==> src/rtl/pte_pkg.sv <==
/*
  Constants, register map and carrier types of the trigger and error inserter.
  Assumes one output bit per mclk cycle and an AXI4-Lite master for software.
*/
// Functional notes
// RQ1: Pattern-mode trigger pulse lasts at least 32 bit periods per pattern start.
// RQ2: Sequence-mode spike on block start or restart, only for flagged blocks.
// RQ3: Even divider n gives n/2 periods high then n/2 low.
// RQ4: Odd divider n gives (n+1)/2 periods high, (n-1)/2 low.
// RQ5: Divided clock always selectable; pattern triggers suppressed in sequence mode.
// RQ6: Programmable trigger delay; zero keeps trigger aligned with data.
// RQ7: Sequence trigger unavailable until a user sequence is loaded.
// RQ8: Errors invert single data bits; pattern content otherwise untouched.
// RQ9: Continuous insertion flips bits at selected ratio in selected mode.
// RQ10: Single-error execute inverts exactly one outgoing bit.
// RQ11: Encoded-error and plain bit-error insertion act independently and together.
// RQ12: Encoding active only when an encoded factory pattern is chosen.
// RQ13: Controller gives encoded blocks length 5440, loops infinite or multiple of 8.
// RQ14: Switching encoded and plain blocks may briefly output invalid encoded data.
// RQ15: Continuous encoded errors are injected after the encoder.
// RQ16: Per frame, configured symbols corrupted at random, one random bit each.
// RQ17: Single parity error inserted before encoder, accepted at any time.
// RQ18: Each channel encodes independently; same sequence gives identical bits.
// RQ19: Random positions come from an internal generator advanced every frame; fecRng here steps every cycle.
`default_nettype none
package pte_pkg;
  localparam logic [7:0]  ADDR_CTRL   = 8'h00;
  localparam logic [7:0]  ADDR_TRIG   = 8'h04;
  localparam logic [7:0]  ADDR_ERR    = 8'h08;
  localparam logic [7:0]  ADDR_CMD    = 8'h0C;
  localparam logic [7:0]  ADDR_STAT   = 8'h10;
  localparam logic [1:0]  RESP_OKAY   = 2'b00;
  localparam logic [1:0]  RESP_SLVERR = 2'b10;
  localparam logic [31:0] MASK_CTRL   = 32'h0000_003F;
  localparam logic [31:0] MASK_TRIG   = 32'h0000_0FFF;
  localparam logic [31:0] MASK_ERR    = 32'h0000_03FF;
  localparam logic [31:0] RST_TRIG    = 32'h0000_0008;
  localparam int CTRL_MODE_LSB  = 0;
  localparam int CTRL_ERREN     = 2;
  localparam int CTRL_ERRMODE   = 3;
  localparam int CTRL_SINGLEEN  = 4;
  localparam int CTRL_FECERREN  = 5;
  localparam int TRIG_DIV_LSB   = 0;
  localparam int TRIG_DLY_LSB   = 8;
  localparam int ERR_RATIO_LSB  = 0;
  localparam int ERR_NSYM_LSB   = 4;
  localparam int CMD_SINGLE     = 0;
  localparam int CMD_PARITY     = 1;
  localparam logic [5:0]  PAT_PULSE_LEN = 6'h20;
  localparam logic [3:0]  SYM_BITS      = 4'hA;
  localparam logic [9:0]  FRAME_SYMS    = 10'h220;
  localparam logic [3:0]  POS_WRAP      = 4'h6;
  localparam logic [15:0] SEED_BIT      = 16'hACE1;
  localparam logic [15:0] SEED_FEC      = 16'h1D0F;
  localparam logic [15:0] LFSR_TAPS     = 16'hB400;
  localparam logic [15:0] ONE16         = 16'h0001;

  typedef enum logic [1:0] {
    TRIG_DIV = 2'b00,
    TRIG_PAT = 2'b01,
    TRIG_SEQ = 2'b10
  } pte_trig_e;

  typedef struct packed {
    logic [31:0] ctrl;
    logic [31:0] trig;
    logic [31:0] err;
  } pte_regs_s;
endpackage
`default_nettype wire

==> src/rtl/pte_lfsr.sv <==
/*
  Galois pseudo-random generator that steps every cycle.
  Assumes a synchronous reset that reloads the fixed seed.
*/
`timescale 1ns/100ps
`default_nettype none
module pte_lfsr #(
  parameter logic [15:0] SEED = 16'h0001
) (
  // Clock and reset
  input  wire logic        mclk,
  input  wire logic        srst,
  // State
  output var  logic [15:0] state
);
  logic [15:0] next_state;

  always_comb begin
    next_state = (state >> 1) ^ (state[0] ? pte_pkg::LFSR_TAPS : 16'h0000);
  end

  always_ff @(posedge mclk) begin
    if (srst) begin
      state <= SEED;
    end else begin
      state <= next_state;
    end
  end
endmodule // pte_lfsr
`default_nettype wire

==> src/rtl/pte_top.sv <==
/*
  Trigger generator and error inserter of one output channel, AXI4-Lite slave.
  Assumes pattern, sequencer and external encoder strobes are synchronous to mclk.
*/
// Our own choices: the register addresses and the AXI4-Lite register port.
`timescale 1ns/100ps
`default_nettype none
module pte_top (
  // Clock and reset
  input  wire logic        mclk,
  input  wire logic        srst,
  // AXI4-Lite write
  input  wire logic        awvalid,
  output var  logic        awready,
  input  wire logic [7:0]  awaddr,
  input  wire logic        wvalid,
  output var  logic        wready,
  input  wire logic [31:0] wdata,
  input  wire logic [3:0]  wstrb,
  output var  logic        bvalid,
  input  wire logic        bready,
  output var  logic [1:0]  bresp,
  // AXI4-Lite read
  input  wire logic        arvalid,
  output var  logic        arready,
  input  wire logic [7:0]  araddr,
  output var  logic        rvalid,
  input  wire logic        rready,
  output var  logic [31:0] rdata,
  output var  logic [1:0]  rresp,
  // Pattern and sequencer
  input  wire logic        dataIn,
  input  wire logic        patternStart,
  input  wire logic        seqMode,
  input  wire logic        seqLoaded,
  input  wire logic        blockStart,
  input  wire logic        blockTrigFlag,
  input  wire logic        fecPattern,
  // External encoder
  output var  logic        encoderEnable,
  output var  logic        preEncOut,
  input  wire logic        encIn,
  input  wire logic        frameStart,
  // Outputs
  output var  logic        dataOut,
  output var  logic        trigOut
);
  pte_pkg::pte_regs_s regs, next_regs;
  logic        next_awready, next_wready, next_bvalid, next_arready, next_rvalid;
  logic [1:0]  next_bresp, next_rresp;
  logic [31:0] next_rdata, strbMask, statusWord;
  logic        wrFire, cmdSingle, cmdParity, modeWriteOk;
  pte_pkg::pte_trig_e trigMode;
  logic [7:0]  divider, divCnt, next_divCnt;
  logic [8:0]  halfHi;
  logic [3:0]  trigDelay;
  logic [5:0]  patCnt, next_patCnt;
  logic [14:0] trigPipe, next_trigPipe;
  logic        next_trigOut, divHigh, patHigh, patTerm, seqSpike, rawTrig;
  logic [15:0] lfsrBit, lfsrFec, ratioMask, periodCnt, next_periodCnt;
  logic        ratioHit, bitFlip, baseBit, singlePend, next_singlePend;
  logic        parityPend, next_parityPend, next_dataOut, next_preEncOut;
  logic [3:0]  bitCnt, next_bitCnt, curIdx, armPos, next_armPos, randPos;
  logic [9:0]  symLeft, next_symLeft, curLeft;
  logic [5:0]  remaining, next_remaining, curRem;
  logic        armed, next_armed, symHit, symFlip;

  assign trigMode  = pte_pkg::pte_trig_e'(regs.ctrl[pte_pkg::CTRL_MODE_LSB +: 2]);
  assign divider   = regs.trig[pte_pkg::TRIG_DIV_LSB +: 8];
  assign trigDelay = regs.trig[pte_pkg::TRIG_DLY_LSB +: 4];
  assign strbMask  = {{8{wstrb[3]}}, {8{wstrb[2]}}, {8{wstrb[1]}}, {8{wstrb[0]}}};
  assign statusWord = {26'h000_0000, parityPend, singlePend, encoderEnable, seqLoaded, seqMode, trigOut};

  // Register bus: address and data are taken together, one cycle after both are offered.
  always_comb begin
    next_awready = 1'b0;
    next_wready  = 1'b0;
    next_bvalid  = bvalid & ~bready;
    next_bresp   = bresp;
    next_arready = 1'b0;
    next_rvalid  = rvalid & ~rready;
    next_rdata   = rdata;
    next_rresp   = rresp;
    next_regs    = regs;
    cmdSingle    = 1'b0;
    cmdParity    = 1'b0;
    wrFire       = awready & wready;
    modeWriteOk  = 1'b1;
    if (awvalid && wvalid && !awready && !bvalid) begin
      next_awready = 1'b1;
      next_wready  = 1'b1;
    end
    if (wrFire) begin
      next_bvalid = 1'b1;
      next_bresp  = pte_pkg::RESP_OKAY;
      case (awaddr)
        pte_pkg::ADDR_CTRL: begin
          next_regs.ctrl = ((regs.ctrl & ~strbMask) | (wdata & strbMask)) & pte_pkg::MASK_CTRL;
          // A sequence trigger request is dropped until a sequence is resident.
          if (next_regs.ctrl[pte_pkg::CTRL_MODE_LSB +: 2] == pte_pkg::TRIG_SEQ && !seqLoaded) begin // RQ7
            modeWriteOk = 1'b0;
          end
          if (!modeWriteOk) begin
            next_regs.ctrl[pte_pkg::CTRL_MODE_LSB +: 2] = regs.ctrl[pte_pkg::CTRL_MODE_LSB +: 2];
          end
        end
        pte_pkg::ADDR_TRIG: next_regs.trig = ((regs.trig & ~strbMask) | (wdata & strbMask)) & pte_pkg::MASK_TRIG;
        pte_pkg::ADDR_ERR:  next_regs.err  = ((regs.err & ~strbMask) | (wdata & strbMask)) & pte_pkg::MASK_ERR;
        pte_pkg::ADDR_CMD: begin
          cmdSingle = wstrb[0] & wdata[pte_pkg::CMD_SINGLE];
          cmdParity = wstrb[0] & wdata[pte_pkg::CMD_PARITY];
        end
        default: next_bresp = pte_pkg::RESP_SLVERR;
      endcase
    end
    if (arvalid && !arready && !rvalid) begin
      next_arready = 1'b1;
    end
    if (arready) begin
      next_rvalid = 1'b1;
      next_rresp  = pte_pkg::RESP_OKAY;
      case (araddr)
        pte_pkg::ADDR_CTRL: next_rdata = regs.ctrl;
        pte_pkg::ADDR_TRIG: next_rdata = regs.trig;
        pte_pkg::ADDR_ERR:  next_rdata = regs.err;
        pte_pkg::ADDR_CMD:  next_rdata = 32'h0000_0000;
        pte_pkg::ADDR_STAT: next_rdata = statusWord;
        default: begin
          next_rdata = 32'h0000_0000;
          next_rresp = pte_pkg::RESP_SLVERR;
        end
      endcase
    end
  end

  always_ff @(posedge mclk) begin
    if (srst) begin
      awready <= 1'b0;
      wready  <= 1'b0;
      bvalid  <= 1'b0;
      bresp   <= pte_pkg::RESP_OKAY;
      arready <= 1'b0;
      rvalid  <= 1'b0;
      rdata   <= 32'h0000_0000;
      rresp   <= pte_pkg::RESP_OKAY;
      regs    <= '{ctrl: 32'h0000_0000, trig: pte_pkg::RST_TRIG, err: 32'h0000_0000};
    end else begin
      awready <= next_awready;
      wready  <= next_wready;
      bvalid  <= next_bvalid;
      bresp   <= next_bresp;
      arready <= next_arready;
      rvalid  <= next_rvalid;
      rdata   <= next_rdata;
      rresp   <= next_rresp;
      regs    <= next_regs;
    end
  end

  // Trigger path.
  always_comb begin
    halfHi      = ({1'b0, divider} + 9'h001) >> 1;
    divHigh     = {1'b0, divCnt} < halfHi; // RQ3 RQ4
    next_divCnt = (divCnt + 8'h01 >= divider) ? 8'h00 : divCnt + 8'h01; // RQ3 RQ4
    patHigh     = patternStart | (patCnt != 6'h00); // RQ1
    next_patCnt = patternStart ? pte_pkg::PAT_PULSE_LEN - 6'h01 : (patCnt != 6'h00 ? patCnt - 6'h01 : 6'h00); // RQ1
    patTerm     = patHigh & ~seqMode; // RQ5
    seqSpike    = blockStart & blockTrigFlag & seqLoaded; // RQ2
    case (trigMode)
      pte_pkg::TRIG_DIV: rawTrig = divHigh; // RQ5
      pte_pkg::TRIG_PAT: rawTrig = patTerm;
      pte_pkg::TRIG_SEQ: rawTrig = seqSpike;
      default:           rawTrig = 1'b0;
    endcase
    next_trigPipe = {trigPipe[13:0], rawTrig};
    // Data leaves through one register too, so a zero delay keeps both edges together.
    next_trigOut  = (trigDelay == 4'h0) ? rawTrig : trigPipe[trigDelay - 4'h1]; // RQ6
  end

  always_ff @(posedge mclk) begin
    if (srst) begin
      divCnt   <= 8'h00;
      patCnt   <= 6'h00;
      trigPipe <= 15'h0000;
      trigOut  <= 1'b0;
    end else begin
      divCnt   <= next_divCnt;
      patCnt   <= next_patCnt;
      trigPipe <= next_trigPipe;
      trigOut  <= next_trigOut;
    end
  end

  // Fixed seeds make two channels fed the same sequence emit identical bits.
  pte_lfsr #(.SEED(pte_pkg::SEED_BIT)) bitRng (.mclk(mclk), .srst(srst), .state(lfsrBit)); // RQ18
  pte_lfsr #(.SEED(pte_pkg::SEED_FEC)) fecRng (.mclk(mclk), .srst(srst), .state(lfsrFec)); // RQ19

  // Error path. The encoder sits outside; its output bit returns on encIn.
  always_comb begin
    ratioMask       = (pte_pkg::ONE16 << regs.err[pte_pkg::ERR_RATIO_LSB +: 4]) - pte_pkg::ONE16;
    next_periodCnt  = (periodCnt >= ratioMask) ? 16'h0000 : periodCnt + pte_pkg::ONE16;
    ratioHit        = regs.ctrl[pte_pkg::CTRL_ERRMODE] ? (periodCnt == 16'h0000)
                                                       : ((lfsrBit & ratioMask) == 16'h0000); // RQ9
    bitFlip         = (regs.ctrl[pte_pkg::CTRL_ERREN] & ratioHit) | singlePend; // RQ8 RQ9 RQ10
    next_singlePend = (cmdSingle & regs.ctrl[pte_pkg::CTRL_SINGLEEN]) | (singlePend & ~singlePend); // RQ10
    next_parityPend = cmdParity; // RQ17
    next_preEncOut  = dataIn ^ parityPend; // RQ17
    curIdx          = frameStart ? 4'h0 : bitCnt;
    curLeft         = frameStart ? pte_pkg::FRAME_SYMS : symLeft;
    curRem          = frameStart ? regs.err[pte_pkg::ERR_NSYM_LSB +: 6] : remaining;
    randPos         = (lfsrFec[6:3] >= pte_pkg::SYM_BITS) ? lfsrFec[6:3] - pte_pkg::POS_WRAP : lfsrFec[6:3]; // RQ16 RQ19
    // Forcing a hit once the symbols left equal the errors owed keeps the count exact.
    symHit          = (curIdx == 4'h0) && (curLeft != 10'h000) && (curRem != 6'h00)
                      && regs.ctrl[pte_pkg::CTRL_FECERREN] && encoderEnable
                      && (({4'h0, curRem} >= curLeft) || (lfsrFec[2:0] == 3'h0)); // RQ16
    symFlip         = (symHit && randPos == 4'h0) || (armed && curIdx == armPos); // RQ16
    next_armed      = symHit ? (randPos != 4'h0) : (armed && curIdx != armPos);
    next_armPos     = symHit ? randPos : armPos;
    next_remaining  = curRem - {5'h00, symHit};
    next_symLeft    = (curIdx == 4'h0 && curLeft != 10'h000) ? curLeft - 10'h001 : curLeft;
    next_bitCnt     = (curIdx == pte_pkg::SYM_BITS - 4'h1) ? 4'h0 : curIdx + 4'h1;
    // Plain data bypasses the encoder; a block switch may show stale encoded bits.
    baseBit         = encoderEnable ? (encIn ^ symFlip) : dataIn; // RQ12 RQ14 RQ15
    next_dataOut    = baseBit ^ bitFlip; // RQ11
  end

  always_ff @(posedge mclk) begin
    if (srst) begin
      periodCnt     <= 16'h0000;
      singlePend    <= 1'b0;
      parityPend    <= 1'b0;
      preEncOut     <= 1'b0;
      bitCnt        <= 4'h0;
      symLeft       <= 10'h000;
      remaining     <= 6'h00;
      armed         <= 1'b0;
      armPos        <= 4'h0;
      dataOut       <= 1'b0;
      encoderEnable <= 1'b0;
    end else begin
      periodCnt     <= next_periodCnt;
      singlePend    <= next_singlePend;
      parityPend    <= next_parityPend;
      preEncOut     <= next_preEncOut;
      bitCnt        <= next_bitCnt;
      symLeft       <= next_symLeft;
      remaining     <= next_remaining;
      armed         <= next_armed;
      armPos        <= next_armPos;
      dataOut       <= next_dataOut;
      encoderEnable <= fecPattern; // RQ12
    end
  end
endmodule // pte_top
`default_nettype wire

==> config.mk <==
export PLATFORM = sky130hd
export DESIGN_NAME = pte_top
export DESIGN_NICKNAME = d
export VERILOG_FILES = /design/src/rtl/pte_pkg.sv /design/src/rtl/pte_lfsr.sv /design/src/rtl/pte_top.sv
export SDC_FILE = /design/constraint.sdc
export NUM_CORES = 1
export LEC_CHECK = 0
export BUFFER_PORTS_ARGS = -buffer_cell sky130_fd_sc_hd__buf_2
export CORE_AREA = 2 2 159 99
export DETAILED_ROUTE_END_ITERATION = 10
export DIE_AREA = 0 0 161 101
export GPL_ROUTABILITY_DRIVEN = 0
export GPL_TIMING_DRIVEN = 1
export PLACE_DENSITY = 0.76
export SLEW_MARGIN = 10
export SYNTH_ARGS = -nofsm -noshare
export SYNTH_HDL_FRONTEND = slang
export SYNTH_SLANG_ARGS = --single-unit
==> constraint.sdc <==
create_clock -name mclk -period 6.9 [get_ports mclk]
set_input_delay 1.725 -clock mclk [delete_from_list [all_inputs] [get_ports mclk]]
set_output_delay 1.725 -clock mclk [all_outputs]
set_load 0.01 [all_outputs]
After elaboration in Yosys (flattened, before gate mapping):

Index checks and enable logic that the tools add are counted.

* $add $sub $neg: 10
* bitwise gates (word level): 31
* eq/ne operators: 13
* order comparisons: 6
* shift-type cells: 1
* muxes and demuxes: 28
* reduce and logical (&&, ||, !) cells: 45

Operators by type and width (number)
* $pmux W12 S4: 1
* $eq A8 B4 Y1 const B: 4
* $logic_not A16 Y1: 2
* $mux W16: 2
* $xor A15 B16 Y16: 2
* $and A12 B12 Y12: 2
* $mux W10: 2
* $add A16 B1 Y16 const B: 1
* $and A16 B16 Y16: 1
* $eq A8 B3 Y1 const B: 2
* $ge A16 B16 Y1: 1
* $logic_not A8 Y1: 2
* $shl A1 B4 Y16 const A: 1
* $sub A16 B1 Y16 const B: 1
* $logic_and A1 B1 Y1: 14
* $mux W1: 14
* $logic_not A4 Y1: 3
* $not A12 Y12: 1
* $or A12 B12 Y12: 1
* $reduce_bool A6 Y1: 2
* $and A10 B10 Y10: 1
* $ge A6 B10 Y1: 1
* $mux W5: 2
* $or A10 B10 Y10: 1
* other kinds (41): 70

* word-level logic and storage cells: 163
* input bits: 68
* register bits after elaboration: 176
* output and inout port bits: 45

Logic depth before layout (Yosys ltp):

* word-level depth: 12
* gate-level depth with buffers: 17
* mapped depth without buffers: 14

Modules after synthesis:

A second synthesis with hierarchy kept.

* cell total of the unflattened synthesis: 923
* area total of the unflattened synthesis: 8092.8 um^2

Modules (own cells, without submodules)
* pte_top: seq. area each 2442.3 um^2, area each 6971.7 um^2, times used 1, cells each 825
* pte_lfsr: seq. area each 320.3 um^2, area each 560.5 um^2, times used 2, cells each 49

Least setup slack after synthesis:

Ideal clock, no wire load.

* path type: input-to-reg
* start point: input frameStart
* end point: register remaining[4]
* buffers on the path: 3
* required time: 6.772 ns
* data arrival time: 4.381 ns
* path slack: 2.391 ns
* setup time: 0.128 ns
* stages on the path: 15
* cells stage by stage: buf_6 clkbuf_1 clkbuf_1 mux2i_1 ha_1 nand2b_1 a211oi_1 o211ai_1 nand4_2 inv_1 ha_1 ha_1 nand3_1 xor2_1 nor2_1

* word-level cells in the longest chain between the ends: 8
* elaborated cells between the ends (all ways): 14
* those cells by class: 1 x add/sub; 1 x order compare; 3 x mux; 9 x reduce/logical

Ends and longest elaborated chain
* start, declared: line pte_top.sv:43 `input wire logic frameStart,`
* parallel branches: the longest is 7 deep, another holds $ge A6 B10 Y1
* $sub A6 B1 Y6 (*): line pte_top.sv:219 `next_remaining = curRem - {5'h00, symHit};`
* end signal, assigned: line pte_top.sv:247 `remaining <= next_remaining;`
* end, declared: line pte_top.sv:65 `logic [5:0] remaining, next_remaining, curRem;`

Mark *: on every way between the ends.
A chain may end at the register's enable or synchronous reset.

Worst setup path after layout:

Ends and elaborated chain as after synthesis.

==> impl_metrics.yaml <==
setup_path:
  cp-end-kind: "flop"
  critical_path_arrival_ns: 5.02
  start_kind: "primary input"
  crit_type: "in2reg"
  crit_fanout: 28
  worstPathRequired_ns: 7.18
yosys:
  seq_area_frac_synth: 0.386
  ys_warn_count: 0
  ys_seq_elements: 154
  yosys.cell_types.count: 71
  synth_edf_count: 0
  syn_avg_cell_area_um2: 8.83
  synthArstFlopShare: 0
  synth_ff_type: "dfxtp_1"
  synthCells: 905
  synth_area_um2: 7990
floorplan:
  fp.dieW_um: 161
  coreArea_um2: 14900
  dieArea_um2: 16300
  core.rowCount: 35
  io_pins: 113
  fp.dieH_um: 101
  start_util: 0.537
grt:
  grt_pass1_vias: 6047
  overflow: 0
  antenna_found_initial: 0
  grt_first_pass_wirelength_um: 30500
  grt_max_degree: 86
  grt_util_all_layers: 0.234
clocking:
  clk_pin_slew_ns: 0.07
  insertion_delay_ns: 0.43
  cts_setup_buffers: 0
  cts.sinks: 154
  cts_buffer_depth: 2
  numCtsBuffers: 17
  cts_tree: "built"
  clockRootBuffer: "clkbuf_16"
  htreeDepth: 4
  cts-resized-gates: 0
  postCtsHoldBufs: 0
drt:
  first_pass_iters: 6
  wl_per_cell_um: 15.5
  routed_via_density: 5.45
  drc: 0
  drt_iter0_drc: 546
  ant_nets: 0
  wirelength_um: 18100
  vias: 6365
timing:
  fin_skew_ns: 0.0135
  tightest_slew_ns: 1.08
  rsz0062_at_grt: "no"
  tns_ns: 0
  fin_crit_ns: 4.75
  finalSetupViolations: 0
  final_max_slew_viol_count: 0
  relSlewSlack: 0.276
  fin_crit_sh: 0.688
  timing.fmax_mhz: 211
  postLayoutSetupSlackWorst_ns: 2.15
  finalHoldViolCount: 0
placed_design:
  io_buffers: 68
  dp_hpwl_um: 13100
  pre_cts_ws_ns: 1.85
min_path:
  hp-class: "reg2reg"
finish:
  drive_above_1_share: 0.149
  nets: 1072
  fill_cells: 1293
  multi_input_area_um2: 4490
  num_antenna_cells: 0
  syn_to_final_growth_pct: 11.7
  register_area_um2: 3080
power_and_ir_drop:
  ir_drop_mv: 0.155
  fin_total_pwr_w: 0.00205
  powerDensity_nw_per_um2: 230
  p_leak_nw: 3.69
job:
  drv_cap: 0
outcome:
  status: "finished clean"
[layer usage]
| metal | global-route usage | vias to the layer above | wire, um |
|---|---|---|---|
| met5 | 0 | - | 0 |
| met1 | 0.353 | 2947 | 9620 |
| li1 | - | 3197 | - |
| met3 | 0.0539 | 15 | 1160 |
| met4 | 0.0604 | 0 | 161 |
| met2 | 0.333 | 206 | 7150 |
[metrics by stage]
step	utilization	hold slack (ns)	area (um^2)	cells
finish	0.599	0.412	8920	1168
global route	0.599	0.436	8920	1168
CTS	0.599	0.414	8920	1168
detailed placement	0.559	0.397	8320	1136
global placement	0.559	0.391	8320	1136
floorplan	-	0.389	8070	926
[cell families (layout without fill, tap and decap cells)]
| group | count (synthesis) | in the layout | synth area share |
|---|---|---|---|
| compound gates | 163 | 163 | 0.136 |
| xor+xnor | 49 | 49 | 0.0537 |
| fa+ha+maj | 52 | 52 | 0.0814 |
| buf+inv | 99 | 138 | 0.0619 |
| flops | 154 | 154 | 0.386 |
| mux | 41 | 41 | 0.0600 |
| other cells | 2 | 23 | 0.000940 |
| simple gates | 345 | 345 | 0.220 |
[cell usage after synthesis (3+ instances only)]
| cell type | n | share of area |
|---|---|---|
| mux4_2 | 4 | 0.011 |
| xnor2_1 | 33 | 0.036 |
| nor2b_1 | 39 | 0.031 |
| dfxtp_1 | 154 | 0.39 |
| nand2b_1 | 15 | 0.012 |
| o21bai_1 | 4 | 0.0038 |
| o21a_1 | 8 | 0.0075 |
| a21oi_1 | 61 | 0.038 |
| nor4b_1 | 4 | 0.0044 |
| o22a_1 | 3 | 0.0033 |
| nor3_1 | 22 | 0.014 |
| a211oi_1 | 5 | 0.0047 |
| buf_2 | 8 | 0.0050 |
| o21ai_1 | 3 | 0.0019 |
| a21o_1 | 10 | 0.0094 |
| o211ai_1 | 4 | 0.0038 |
| nand2_1 | 59 | 0.028 |
| o21ai_0 | 15 | 0.0094 |
| or2_2 | 15 | 0.012 |
| buf_6 | 3 | 0.0042 |
| a22oi_1 | 19 | 0.018 |
| o22ai_1 | 4 | 0.0031 |
| xor2_1 | 16 | 0.018 |
| mux2i_1 | 31 | 0.039 |
| mux2_2 | 5 | 0.0070 |
| nor3b_1 | 5 | 0.0047 |
| ha_1 | 52 | 0.081 |
| buf_4 | 24 | 0.023 |
| nor4_1 | 9 | 0.0070 |
| and3_1 | 8 | 0.0063 |
| a211o_1 | 3 | 0.0033 |
| nor2_1 | 115 | 0.054 |
| nand3_1 | 25 | 0.016 |
| nand4_1 | 6 | 0.0047 |
| clkbuf_1 | 25 | 0.012 |
| or3_1 | 4 | 0.0031 |
| inv_1 | 37 | 0.017 |
[cell type report]
type	count	area share
clock buffers	17	0.0477
clock inverters	15	0.0203
inverters	37	0.0156
multi-input cells	673	0.503
flip-flops and latches	154	0.345
well taps	203	0.0285
repair buffers	69	0.0393
[placed cells by master (no fill, tap or decap), types with 4 or more instances in the layout]
cell       count
inv_8          5
a22oi_1       19
nor4_1         9
nor3b_1        5
or3_1          4
ha_1          52
nor4b_1        4
mux2i_1       31
clkinv_8       4
conb_1        23
o21a_1         8
nand4_1        6
nor2b_1       39
xnor2_1       33
a21oi_1       61
clkbuf_16     17
inv_1         37
o211ai_1       4
and3_1         8
o21bai_1       4
a21o_1        10
mux4_2         4
o22ai_1        4
nand2b_1      15
buf_2         67
nand3_1       25
nor2_1       115
nand2_1       59
a211oi_1       5
or2_2         15
dfxtp_1      154
mux2_2         5
xor2_1        16
nor3_1        22
o21ai_0       15
[critical path, stage by stage]
cell     delay [ns]
buf_2          0.44
inv_1          0.38
nand2_1        0.21
ha_1           0.26
nor3b_1        0.27
nand4_1        0.14
and3_1         0.36
nand4_2        0.31
inv_1          0.12
ha_1           0.25
ha_1           0.22
nand3_1        0.09
xor2_1         0.16
nor2_1         0.06
[where the power goes]
group | total [W] | internal, W | switching, W
sequential | 0.000949 | 0.000920 | 0.0000291
combinational | 0.000167 | 0.0000728 | 0.0000942
clock | 0.000939 | 0.000493 | 0.000446
total | 0.00205 | 0.00149 | 0.000569
[path summary, 6_finish.rpt]
path	start	to	slack, ns	depth (start not counted)
hold reg to reg	fecRng.state[9]$_SDFF_PP0_	fecRng.state[8]$_SDFF_PP1_	0.41	1
hold / removal	fecRng.state[9]$_SDFF_PP0_	fecRng.state[8]$_SDFF_PP1_	0.41	1
setup / recovery	frameStart	remaining[4]$_SDFF_PP0_	2.15	14
setup reg to reg	flop	periodCnt[8]$_SDFF_PP0_	2.92	13
Note: power is estimated with default switching activity, not from simulation.
